File: config.mk
export PLATFORM = sky130hd
export DESIGN_NAME = pprf_regfile
export DESIGN_NICKNAME = d
export VERILOG_FILES = /design/src/design/pprf_page_mem.v /design/src/design/pprf_regfile.v
export VERILOG_INCLUDE_DIRS = /design/src /design/src/include
export SDC_FILE = /design/constraint.sdc
export NUM_CORES = 1
export LEC_CHECK = 0
export ABC_AREA = 1
export BUFFER_PORTS_ARGS = -buffer_cell sky130_fd_sc_hd__clkbuf_2
export CORE_MARGIN = 4
export CORE_UTILIZATION = 65
export CTS_CLUSTER_DIAMETER = 60
export CTS_CLUSTER_SIZE = 25
export DETAILED_ROUTE_END_ITERATION = 12
export GPL_ROUTABILITY_DRIVEN = 0
export PLACE_DENSITY = 0.95
export SYNTH_ARGS = -nofsm -noshare
export SYNTH_HDL_FRONTEND = slang
export SYNTH_SLANG_ARGS = --single-unit
File: constraint.sdc
create_clock -name sys_clk -period 35.4 [get_ports sys_clk]
set_input_delay 7.08 -clock sys_clk [delete_from_list [all_inputs] [get_ports sys_clk]]
set_output_delay 7.08 -clock sys_clk [all_outputs]
set_load 0.02 [all_outputs]
File: src/include/pprf_defs.vh
/*
 Constants for the paged register file: register indices, field values, reset values,
 and the AXI4-Lite status word index and response codes. Assumes it is included by bare name in design files.
*/
`ifndef PPRF_DEFS_VH
`define PPRF_DEFS_VH

// ---------------------------------------------------------------
// Register indices (4-bit local address)
// ---------------------------------------------------------------
`define PPRF_IDX_NODE_ID 4'h0
`define PPRF_IDX_RESET_GAP 4'h1
`define PPRF_IDX_PORT_CAP 4'h2
`define PPRF_IDX_SPEED_CAP 4'h3
`define PPRF_IDX_LINK_PWR 4'h4
`define PPRF_IDX_EVENT_EN 4'h5
`define PPRF_IDX_RSVD_BASE 4'h6
`define PPRF_IDX_PAGE_SEL 4'h7
`define PPRF_IDX_FIRST_PAGED 4'h8

// ---------------------------------------------------------------
// Fixed capability fields, reset values and the reserved page range
// ---------------------------------------------------------------
`define PPRF_EXTENDED_VAL 3'h7
`define PPRF_NUM_PORTS_VAL 5'h01
`define PPRF_SPEED_VAL 3'h2
`define PPRF_DELAY_VAL 4'h0
`define PPRF_JITTER_VAL 3'h0
`define PPRF_GAP_RESET 6'h3f
`define PPRF_LINK_ACTIVE_CONTROL_RESET 1'b1
`define PPRF_PAGE_RSVD_LO 3'h2
`define PPRF_PAGE_RSVD_HI 3'h6

// ---------------------------------------------------------------
// AXI4-Lite map: register n at byte 4*n, window of 16 words,
// status/event port at word 16
// ---------------------------------------------------------------
`define PPRF_AXI_STATUS_IDX 5'h10
`define PPRF_RESP_OKAY 2'h0
`define PPRF_RESP_SLVERR 2'h2

`endif

File: src/design/pprf_page_mem.v
/*
 Small paged store: eight pages of eight 8-bit registers, read data registered.
 Assumes one synchronous write port and one read port on the same clock.
*/
`timescale 1ns/100ps
`default_nettype none

module pprf_page_mem #(
   parameter AW = 6,
   parameter DW = 8
) (
   input wire clk,
   input wire rst_n,
   input wire wr_en,
   input wire [AW-1:0] wr_addr,
   input wire [DW-1:0] wr_data,
   input wire [AW-1:0] rd_addr,
   output reg [DW-1:0] rd_data
);

   reg [DW-1:0] mem_r [0:(1<<AW)-1];
   integer i;

   // ---------------------------------------------------------------
   // Storage; cleared at reset so unwritten pages read as zero
   // ---------------------------------------------------------------
   always @(posedge clk or negedge rst_n) begin
      if (!rst_n) begin
         for (i = 0; i < (1<<AW); i = i + 1) begin
            mem_r[i] <= {DW{1'b0}};
         end
      end else if (wr_en) begin
         mem_r[wr_addr] <= wr_data;
      end
   end

   // Registered read, one cycle latency
   always @(posedge clk or negedge rst_n) begin
      if (!rst_n) begin
         rd_data <= {DW{1'b0}};
      end else begin
         rd_data <= mem_r[rd_addr];
      end
   end

endmodule

`default_nettype wire

File: src/design/pprf_regfile.v
/*
 Paged register file of a one-port serial-bus cable PHY, reached over AXI4-Lite.
 Assumes the PHY core drives node status inputs asynchronously to sys_clk and sees bus resets as pulses.
*/
// Implementation choice: the AXI4-Lite interface to the registers.
`timescale 1ns/100ps
`default_nettype none
`include "pprf_defs.vh"

module pprf_regfile (
   input wire sys_clk,
   input wire rst_n,
   // AXI4-Lite slave
   input wire [31:0] s_axi_awaddr,
   input wire s_axi_awvalid,
   output wire s_axi_awready,
   input wire [31:0] s_axi_wdata,
   input wire [3:0] s_axi_wstrb,
   input wire s_axi_wvalid,
   output wire s_axi_wready,
   output reg [1:0] s_axi_bresp,
   output reg s_axi_bvalid,
   input wire s_axi_bready,
   input wire [31:0] s_axi_araddr,
   input wire s_axi_arvalid,
   output wire s_axi_arready,
   output reg [31:0] s_axi_rdata,
   output reg [1:0] s_axi_rresp,
   output reg s_axi_rvalid,
   input wire s_axi_rready,
   // PHY core side
   input wire [5:0] node_number,
   input wire root_flag,
   input wire cable_power_state,
   input wire bus_reset_pulse,
   input wire gap_cfg_valid,
   input wire [5:0] gap_cfg_value,
   output reg root_holdoff,
   output reg force_long_reset,
   output reg [5:0] gap_count,
   output reg link_active_control,
   output reg [7:0] event_enables,
   output reg [2:0] page_select,
   output reg [3:0] port_select
);

   // ---------------------------------------------------------------
   // Reset synchroniser
   // ---------------------------------------------------------------
   reg rst_meta_r;
   reg rst_sync_r;
   always @(posedge sys_clk or negedge rst_n) begin
      if (!rst_n) begin
         rst_meta_r <= 1'b0;
         rst_sync_r <= 1'b0;
      end else begin
         rst_meta_r <= 1'b1;
         rst_sync_r <= rst_meta_r;
      end
   end

   // Status inputs cross from the analog core, so two flops each
   reg [7:0] stat_meta_r;
   reg [7:0] stat_r;
   always @(posedge sys_clk or negedge rst_sync_r) begin
      if (!rst_sync_r) begin
         stat_meta_r <= 8'h00;
         stat_r <= 8'h00;
      end else begin
         stat_meta_r <= {node_number, root_flag, cable_power_state};
         stat_r <= stat_meta_r;
      end
   end

   // Converts a field laid out MSB-first (position 0 = bit 7) into a byte
   function [7:0] pos_byte;
      input [7:0] fields;
      begin
         pos_byte = fields;
      end
   endfunction

   // ---------------------------------------------------------------
   // AXI write channel: address and data taken in either order
   // ---------------------------------------------------------------
   reg aw_held_r;
   reg w_held_r;
   reg [3:0] aw_idx_r;
   reg aw_out_r;
   reg [7:0] wdata_r;
   reg wlane_r;
   wire aw_take = s_axi_awvalid && s_axi_awready;
   wire w_take = s_axi_wvalid && s_axi_wready;
   // Readies stay low until the synchronised reset lets go, so nothing is taken and lost
   assign s_axi_awready = !aw_held_r && !s_axi_bvalid && rst_sync_r;
   assign s_axi_wready = !w_held_r && !s_axi_bvalid && rst_sync_r;
   wire have_aw = aw_held_r || aw_take;
   wire have_w = w_held_r || w_take;
   wire [3:0] cur_widx = aw_held_r ? aw_idx_r : s_axi_awaddr[5:2];
   wire cur_wout = aw_held_r ? aw_out_r : (s_axi_awaddr[31:6] != 26'h0);
   wire [7:0] cur_wdata = w_held_r ? wdata_r : s_axi_wdata[7:0];
   wire cur_wlane = w_held_r ? wlane_r : s_axi_wstrb[0];
   wire do_write = have_aw && have_w && !s_axi_bvalid;
   wire reg_we = do_write && !cur_wout && cur_wlane;

   always @(posedge sys_clk or negedge rst_sync_r) begin
      if (!rst_sync_r) begin
         aw_held_r <= 1'b0;
         w_held_r <= 1'b0;
         aw_idx_r <= 4'h0;
         aw_out_r <= 1'b0;
         wdata_r <= 8'h00;
         wlane_r <= 1'b0;
         s_axi_bvalid <= 1'b0;
         s_axi_bresp <= `PPRF_RESP_OKAY;
      end else begin
         if (do_write) begin
            aw_held_r <= 1'b0;
            w_held_r <= 1'b0;
            s_axi_bvalid <= 1'b1;
            s_axi_bresp <= cur_wout ? `PPRF_RESP_SLVERR : `PPRF_RESP_OKAY;
         end else begin
            if (aw_take) begin
               aw_held_r <= 1'b1;
               aw_idx_r <= s_axi_awaddr[5:2];
               aw_out_r <= (s_axi_awaddr[31:6] != 26'h0);
            end
            if (w_take) begin
               w_held_r <= 1'b1;
               wdata_r <= s_axi_wdata[7:0];
               wlane_r <= s_axi_wstrb[0];
            end
            if (s_axi_bvalid && s_axi_bready) begin
               s_axi_bvalid <= 1'b0;
            end
         end
      end
   end

   // ---------------------------------------------------------------
   // Base registers; bit 7 of a byte is position 0
   // ---------------------------------------------------------------
   reg bus_reset_seen_r;
   reg [2:0] pwr_class_r;
   reg contender_r;
   wire paged_slot = cur_widx[3];
   wire page_writable = (page_select < `PPRF_PAGE_RSVD_LO) ||
                        (page_select > `PPRF_PAGE_RSVD_HI);
   wire gap_written = (reg_we && cur_widx == `PPRF_IDX_RESET_GAP) || gap_cfg_valid;

   always @(posedge sys_clk or negedge rst_sync_r) begin
      if (!rst_sync_r) begin
         root_holdoff <= 1'b0;
         force_long_reset <= 1'b0;
         gap_count <= `PPRF_GAP_RESET;
         link_active_control <= `PPRF_LINK_ACTIVE_CONTROL_RESET;
         contender_r <= 1'b0;
         pwr_class_r <= 3'h0;
         event_enables <= 8'h00;
         page_select <= 3'h0;
         port_select <= 4'h0;
         bus_reset_seen_r <= 1'b0;
      end else begin
         // Gap count: second bus reset with no write in between restores default
         if (gap_written) begin
            bus_reset_seen_r <= 1'b0;
         end else if (bus_reset_pulse) begin
            bus_reset_seen_r <= 1'b1;
         end
         if (bus_reset_pulse && !gap_written && bus_reset_seen_r) begin
            gap_count <= `PPRF_GAP_RESET;
         end else if (gap_cfg_valid) begin
            gap_count <= gap_cfg_value;
         end
         // Bus reset clears the long-reset request; link bit is untouched
         if (bus_reset_pulse) begin
            force_long_reset <= 1'b0;
         end
         if (reg_we && !paged_slot) begin
            case (cur_widx)
               `PPRF_IDX_RESET_GAP: begin
                  root_holdoff <= cur_wdata[7];
                  force_long_reset <= cur_wdata[6] && !bus_reset_pulse;
                  gap_count <= cur_wdata[5:0];
               end
               `PPRF_IDX_LINK_PWR: begin
                  // Jitter bits are fixed; only writable bits are stored
                  link_active_control <= cur_wdata[7];
                  contender_r <= cur_wdata[6];
                  pwr_class_r <= cur_wdata[2:0];
               end
               `PPRF_IDX_EVENT_EN: begin
                  event_enables <= cur_wdata;
               end
               `PPRF_IDX_PAGE_SEL: begin
                  page_select <= cur_wdata[7:5];
                  port_select <= cur_wdata[3:0];
               end
               default: begin
                  // Read-only and reserved base slots ignore writes
                  port_select <= port_select;
               end
            endcase
         end
      end
   end

   // Paged store: reserved pages never written
   wire page_we = reg_we && paged_slot && page_writable;
   wire [7:0] page_rdata;
   reg [3:0] rd_idx_r;
   wire [3:0] ar_idx = s_axi_araddr[5:2];

   pprf_page_mem #(
      .AW(6),
      .DW(8)
   ) u_page_mem (
      .clk(sys_clk),
      .rst_n(rst_sync_r),
      .wr_en(page_we),
      .wr_addr({page_select, cur_widx[2:0]}),
      .wr_data(cur_wdata),
      .rd_addr({page_select, ar_idx[2:0]}),
      .rd_data(page_rdata)
   );

   // ---------------------------------------------------------------
   // Read decode of the base map, independent of the page
   // ---------------------------------------------------------------
   reg [7:0] base_rd;
   always @* begin
      case (rd_idx_r)
         `PPRF_IDX_NODE_ID: base_rd = pos_byte(stat_r);
         `PPRF_IDX_RESET_GAP: base_rd = pos_byte({root_holdoff, force_long_reset, gap_count});
         `PPRF_IDX_PORT_CAP: base_rd = pos_byte({`PPRF_EXTENDED_VAL, `PPRF_NUM_PORTS_VAL});
         `PPRF_IDX_SPEED_CAP: base_rd = pos_byte({`PPRF_SPEED_VAL, 1'b0, `PPRF_DELAY_VAL});
         `PPRF_IDX_LINK_PWR: base_rd = pos_byte({link_active_control, contender_r,
                                                 `PPRF_JITTER_VAL, pwr_class_r});
         `PPRF_IDX_EVENT_EN: base_rd = event_enables;
         `PPRF_IDX_PAGE_SEL: base_rd = pos_byte({page_select, 1'b0, port_select});
         default: base_rd = 8'h00;
      endcase
   end

   // ---------------------------------------------------------------
   // AXI read channel: address taken, data two cycles later (memory latency, then response register)
   // ---------------------------------------------------------------
   reg rd_pend_r;
   reg rd_out_r;
   reg rd_stat_r;
   reg [2:0] rd_page_r;
   assign s_axi_arready = !rd_pend_r && !s_axi_rvalid && rst_sync_r;
   wire ar_take = s_axi_arvalid && s_axi_arready;
   wire rd_page_rsvd = (rd_page_r >= `PPRF_PAGE_RSVD_LO) && (rd_page_r <= `PPRF_PAGE_RSVD_HI);

   always @(posedge sys_clk or negedge rst_sync_r) begin
      if (!rst_sync_r) begin
         rd_pend_r <= 1'b0;
         rd_out_r <= 1'b0;
         rd_stat_r <= 1'b0;
         rd_idx_r <= 4'h0;
         rd_page_r <= 3'h0;
         s_axi_rvalid <= 1'b0;
         s_axi_rdata <= 32'h0000_0000;
         s_axi_rresp <= `PPRF_RESP_OKAY;
      end else begin
         if (ar_take) begin
            rd_pend_r <= 1'b1;
            rd_idx_r <= ar_idx;
            rd_page_r <= page_select;
            rd_stat_r <= (s_axi_araddr[31:2] == {25'h0, `PPRF_AXI_STATUS_IDX});
            rd_out_r <= (s_axi_araddr[31:6] != 26'h0);
         end
         if (rd_pend_r) begin
            rd_pend_r <= 1'b0;
            s_axi_rvalid <= 1'b1;
            s_axi_rresp <= `PPRF_RESP_OKAY;
            if (rd_stat_r) begin
               // Bus-reset tracker, visible for diagnosis
               s_axi_rdata <= {31'h0, bus_reset_seen_r};
            end else if (rd_out_r) begin
               s_axi_rdata <= 32'h0000_0000;
               s_axi_rresp <= `PPRF_RESP_SLVERR;
            end else if (rd_idx_r >= `PPRF_IDX_FIRST_PAGED) begin
               s_axi_rdata <= {24'h0, rd_page_rsvd ? 8'h00 : page_rdata};
            end else begin
               s_axi_rdata <= {24'h0, base_rd};
            end
         end else if (s_axi_rvalid && s_axi_rready) begin
            s_axi_rvalid <= 1'b0;
         end
      end
   end

endmodule

`default_nettype wire

==> After elaboration in Yosys (flattened, before gate mapping) <==
Index checks and enable logic that the tools add are counted.
W data, S select, Z words.
{ "totals": {"output_inout_bits": 65, "register_bits": 631, "inputBits": 123, "wordCells": 205} }
{ "op_classes": {"n_lt_le_gt_ge": 8, "n_eq_ne": 11, "reduce_logical": 51, "n_mux": 37, "bitwise": 3} }
{ "ops": {"columns": ["op", "count"], "rows": [
  ["$bwmux W512", 1],
  ["$mux W8", 8],
  ["$pmux W8 S7", 1],
  ["$reduce_bool A26 Y1", 2],
  ["$bmux W8 S6", 1],
  ["$demux W8 S6", 1],
  ["$eq A30 B5 Y1 const B", 1],
  ["$eq A4 B3 Y1 const B", 6],
  ["$logic_and A1 B1 Y1", 24],
  ["$mux W6", 4],
  ["$mux W1", 17],
  ["$ge A7 B7 Y1 const B", 2],
  ["$not A6 Y7", 2],
  ["$reduce_and A2 Y1", 6],
  ["$reduce_bool A2 Y1", 5],
  ["$logic_not A1 Y1", 9],
  ["$eq A4 B1 Y1 const B", 2],
  ["$eq A4 B2 Y1 const B", 2],
  ["$lt A7 B1 Y1 const B", 1],
  ["$mux W2", 3],
  ["$ge A4 B4 Y1 const B", 1],
  ["$logic_not A4 Y1", 1],
  ["$logic_or A1 B1 Y1", 4],
  ["$mux W4", 1],
  ["other kinds (5)", 5]
]} }

==> Logic depth before layout (Yosys ltp) <==
{ "logic_depth": {"depth_word": 17, "mapped_depth": 12, "depth_no_buf": 10} }

==> By module <==
Synthesis repeated with hierarchy kept, for this count alone.
{ "unflattened": {"hier_cells": 3452, "area_unflattened_um2": 27834.2} }
{ "modules_own_cells": {"columns": ["module", "n_inst", "cells_per_inst", "seq_area_each_um2", "area_each_um2"], "rows": [
  ["pprf_page_mem", 1, 2960, 13012.5, 23591.4],
  ["pprf_regfile", 1, 492, 2135.8, 4242.8]
]} }

==> Worst setup path before layout <==
OpenSTA, ideal clock, no wires.
{ "synth_path": {"kind": "register to output", "start": "register rst_sync_r", "end": "output s_axi_awready", "t_arrival_ps": 16161, "t_required_ps": 28320, "n_path_buf": 0, "stages_incl_launch_ff": 3, "setup_slack_ps": 12159, "path_cell_list": "dfrtp_1 nand2_1 nor2_1"} }
{ "synth_via": {"elab_chain_len": 1} }
{ "synth_lines": {"columns": ["element", "line", "text"], "rows": [
  ["start: declaration", "pprf_regfile.v:51", "reg rst_sync_r;"],
  ["start signal: assignment", "pprf_regfile.v:58", "rst_sync_r <= rst_meta_r;"],
  ["$logic_and A1 B1 Y1", "pprf_regfile.v:95", "assign s_axi_awready = !aw_held_r && !s_axi_bvalid && rst_sync_r;"],
  ["end: declaration", "pprf_regfile.v:16", "output wire s_axi_awready,"]
]} }
No other way between the ends.

==> Worst setup path after layout <==
{ "layout_path": {"start": "input s_axi_araddr[2]", "end": "register u_page_mem.rd_data[4]"} }
{ "layout_via": {"elab_chain_len": 4} }
{ "layout_lines": {"columns": ["element", "line", "text"], "rows": [
  ["start: declaration", "pprf_regfile.v:24", "input wire [31:0] s_axi_araddr,"],
  ["$not A6 Y7 (not written as such)", "pprf_page_mem.v:42", "rd_data <= mem_r[rd_addr];"],
  ["$bmux W8 S6", "pprf_page_mem.v:42", null],
  ["$mux W8 (not written as such) (2 in series)", "pprf_page_mem.v:42", null],
  ["end signal: assignment", "pprf_page_mem.v:40", "rd_data <= {DW{1'b0}};"],
  ["end signal: assignment", "pprf_page_mem.v:42", null],
  ["end: declaration", "pprf_page_mem.v:18", "output reg [DW-1:0] rd_data"]
]} }
No other way between the ends. The select of a mux whose other input is x is not followed.
A chain may end at the register's enable or synchronous reset.

==> results.py <==
metrics = {
    "global_route": {
        "grt_pass1_wl_mm": 99.6,
        "grt_start_max_net_pins": 188,
        "antenna_found_initial": 1,
        "grt_pass1_vias": 19400,
        "overflow": 0,
        "gr-usage-all-layers_pct": 29.4,
    },
    "power_and_ir_drop": {
        "internal_power_mw": 1.03,
        "clkPwrFrac_pct": 28.2,
        "powerDensity_nw_per_um2": 60.2,
        "p_seq_share_pct": 50.7,
        "combPwrFrac_pct": 21.1,
        "p_sw_uw": 523,
        "power_mw": 1.55,
        "p_leak_nw": 12.3,
        "ir_drop_mv": 0.0354,
        "p_sw_share_pct": 33.6,
    },
    "floorplan": {
        "fp.dieW_um": 205,
        "start_util_pct": 66.4,
        "rows": 71,
        "die_area_um2": 42100,
        "core-area_um2": 38000,
        "die_y_um": 205,
        "io_pins": 188,
    },
    "worst_setup_path": {
        "r2r-start": "rst_sync_r$_DFF_PN0_",
        "crit_path_end_kind": "flip-flop",
        "critical-path-max-stage-delay_ns": 0.93,
        "cp_top_family": "buffers and inverters",
        "critPathSlowestCell": "buf_4",
        "path_class": "in2reg",
        "path_cells": "buf_6 > buf_4 > buf_4 > o21ai_0 > o22ai_1 > nor2_1 > o21ai_0 > nor2_1 > nand3_1",
        "path_buf_inv": 3,
        "startpoint": "s_axi_araddr[2]",
        "worstPathArrival_ns": 10.57,
        "worstPathRequired_ns": 35.89,
        "start_kind": "primary input",
        "worst-path-stages": 9,
        "reg2reg_depth": 10,
        "worstPathMaxFanout": 108,
    },
    "synthesis": {
        "synth_top_family_by_area": "compound AO/OA/AOI/OAI gates",
        "synth-compound-area-share_pct": 15.8,
        "syn_avg_cell_area_um2": 9.21,
        "synth_mux_area_share_pct": 0.203,
        "synth_xor_area_share_pct": 0,
        "syn_inst": 2740,
        "synth.distinct_cells": 46,
        "synthAdderAreaFrac_pct": 0,
        "ys_warn_count": 0,
        "postSynth.asyncResetShare_pct": 100,
        "synth-edff-count": 0,
        "synthesis.area_um2": 25200,
        "seq_area_frac_synth_pct": 60.0,
        "ys.flop_type": "dfrtp_1",
        "ys_ff_latch": 605,
        "yosys.area_share.simple_pct": 14.6,
    },
    "clocking": {
        "postCtsHoldBufs": 0,
        "clock_latency_ns": 0.55,
        "root_buffer": "clkbuf_16",
        "cts-htree-levels": 2,
        "clock_sinks": 605,
        "cts_made_buffers": 34,
        "clk_pin_slew_ns": 0.09,
        "ctsResizeCount": 0,
        "cts_tree": "yes",
        "cts_setup_buffers": 0,
        "clockBufferDepth": 3,
    },
    "timing": {
        "max_clock_freq_ghz": 0.0992,
        "setup_violations": 0,
        "relSlewSlack_pct": 8.49,
        "hold_viol_final": 0,
        "finClkSkew_ns": 0.0254,
        "min_period_ns": 10.08,
        "fin_crit_sh_pct": 28.5,
        "finalMaxSlewViolations": 0,
        "finalSetupTns_ns": 0,
        "rsz0062_at_grt": "false",
        "hold_slack_ns": 0.350,
        "worst_slew_pin_slew_ns": 1.37,
    },
    "place": {
        "hpwl_mm": 36.0,
        "dp_cells": 2925,
        "portBuffers": 130,
        "dpl_cell_area_um2": 24700,
    },
    "route": {
        "avgRoutedWirePerCell_um": 20.6,
        "via_per_inst": 6.35,
        "vias": 19000,
        "remaining_drc_errors": 0,
        "ant_nets": 0,
        "drt_first_pass_iters": 7,
        "wirelength_mm": 61.6,
        "drtIter0Drc": 2864,
    },
    "hold_path": {
        "hp-class": "reg2reg",
        "worstHoldStart": "stat_meta_r[4]$_DFF_PN0_",
        "hold_depth": 0,
    },
    "layout": {
        "nNetsFinal": 2573,
        "fillers": 2468,
        "drive_above_1_share_pct": 10.5,
        "design_area_um2": 25800,
        "final_cells": 2983,
        "area_growth_pct": 2.33,
        "multi_input_area_um2": 7870,
        "ff_latch_area_um2": 15200,
        "n_antenna_cell": 0,
    },
    "run": {
        "maxCapViolations": 0,
    },
    "status": {
        "status": "finished, final reports clean",
    },
}
layout make-up:
cell class | instances | area share [%]
multi-input cells | 1591 | 30.4
well taps | 511 | 2.47
clock inverters | 16 | 0.741
clock buffers | 42 | 3.53
repair buffers | 148 | 3.12
flip-flops and latches | 605 | 58.6
inverters | 70 | 1.04
flip-flops by register name (all words and copies together), names as in the netlist, 4 cells and up:
register	count
u_page_mem.mem_r	512
u_page_mem.rd_data	8
s_axi_rdata	8
aw_idx_r	4
wdata_r	8
rd_idx_r	4
stat_r	8
port_select	4
stat_meta_r	8
gap_count	6
event_enables	8
final timing paths:
check	to	slack [ns]
max in group asynchronous	rst_sync_r$_DFF_PN0_	29.00
worst max register to register	u_page_mem.mem_r[62]$_DFFE_PN0P_	31.64
min in group asynchronous	u_page_mem.mem_r[418]$_DFFE_PN0P_	0.40
worst max-delay path	u_page_mem.rd_data[4]$_DFF_PN0_	25.32
worst min-delay path	stat_r[4]$_DFF_PN0_	0.35
worst min register to register	stat_r[4]$_DFF_PN0_	0.35
cell usage after synthesis (all sizes together), types with 2 or more instances:
cell type    n  area [um2]
nor2       371        1430
nand3       89         701
o21ai      531        2670
clkinv       2        7.51
o22ai       32         200
a21oi       14        70.1
o21a         2        15.0
dfstp        7         184
nor4         7        43.8
mux2i        4        40.0
nor3         5        25.0
nand4        7        65.1
o211ai      54         405
buf         65         464
nand2      366        1380
clkbuf     434        1630
a31oi        4        25.0
conb         2        7.51
or2          5        31.3
o221ai      63         552
inv         68         255
dfrtp      598       15000
o31ai        3        22.5
worst reg2reg max path: stages (launching register included):
cell     delay (ns)
dfrtp_4        0.91
nand2_1        0.31
o21ai_2        0.22
nand2_1        0.12
nor2_4         0.19
nand4_4        0.15
nor2_4         0.11
buf_4          0.50
nand3_1        0.67
nand2_1        0.28
o21ai_0        0.12
cell usage in the layout (no fill, tap or decap), types with 5 or more instances in the layout:
| cell | count |
|---|---|
| a21oi_1 | 14 |
| buf_4 | 18 |
| clkbuf_1 | 6 |
| clkbuf_16 | 35 |
| clkbuf_2 | 128 |
| conb_1 | 27 |
| dfrtp_1 | 597 |
| dfstp_2 | 7 |
| inv_1 | 64 |
| inv_6 | 5 |
| nand2_1 | 365 |
| nand3_1 | 68 |
| nand3_4 | 20 |
| nand4_1 | 5 |
| nor2_1 | 365 |
| nor3_1 | 5 |
| nor4_1 | 7 |
| o211ai_1 | 54 |
| o21ai_0 | 497 |
| o21ai_1 | 24 |
| o21ai_2 | 9 |
| o221ai_1 | 63 |
| o22ai_1 | 32 |
| or2_2 | 5 |
cells by family after synthesis:
| logic type | count (synthesis) |
|---|---|
| simple gates | 852 |
| compound gates | 707 |
| flops | 605 |
| buf+inv | 569 |
| mux | 5 |
| other cells | 2 |
per-stage QoR:
stage                     setup WS, ns  util, %
final                            25.32     67.9
after global routing             25.20     67.9
after CTS                        25.51     67.9
after detailed placement         25.02     65.0
after global placement           25.17     65.0
after floorplan                  12.16        -
routing by layer:
| metal | global-route usage (%) | wire [um] |
|---|---|---|
| met4 | 15.7 | 3580 |
| met2 | 47.8 | 29900 |
| met1 | 38.1 | 22400 |
| met3 | 5.46 | 5630 |
| met5 | 0 | 17 |
power groups by stage:
stage          registers, mW  logic [mW]  clock network (mW)
2_1_floorplan          0.807       0.195                   0
3_3_place_gp           0.794       0.296                   0
3_5_place_dp           0.798       0.314                   0
4_1_cts                0.785       0.321               0.437
5_1_grt                0.792       0.355               0.467
6_report               0.788       0.329               0.438
Power figures use the tool's default switching activity.
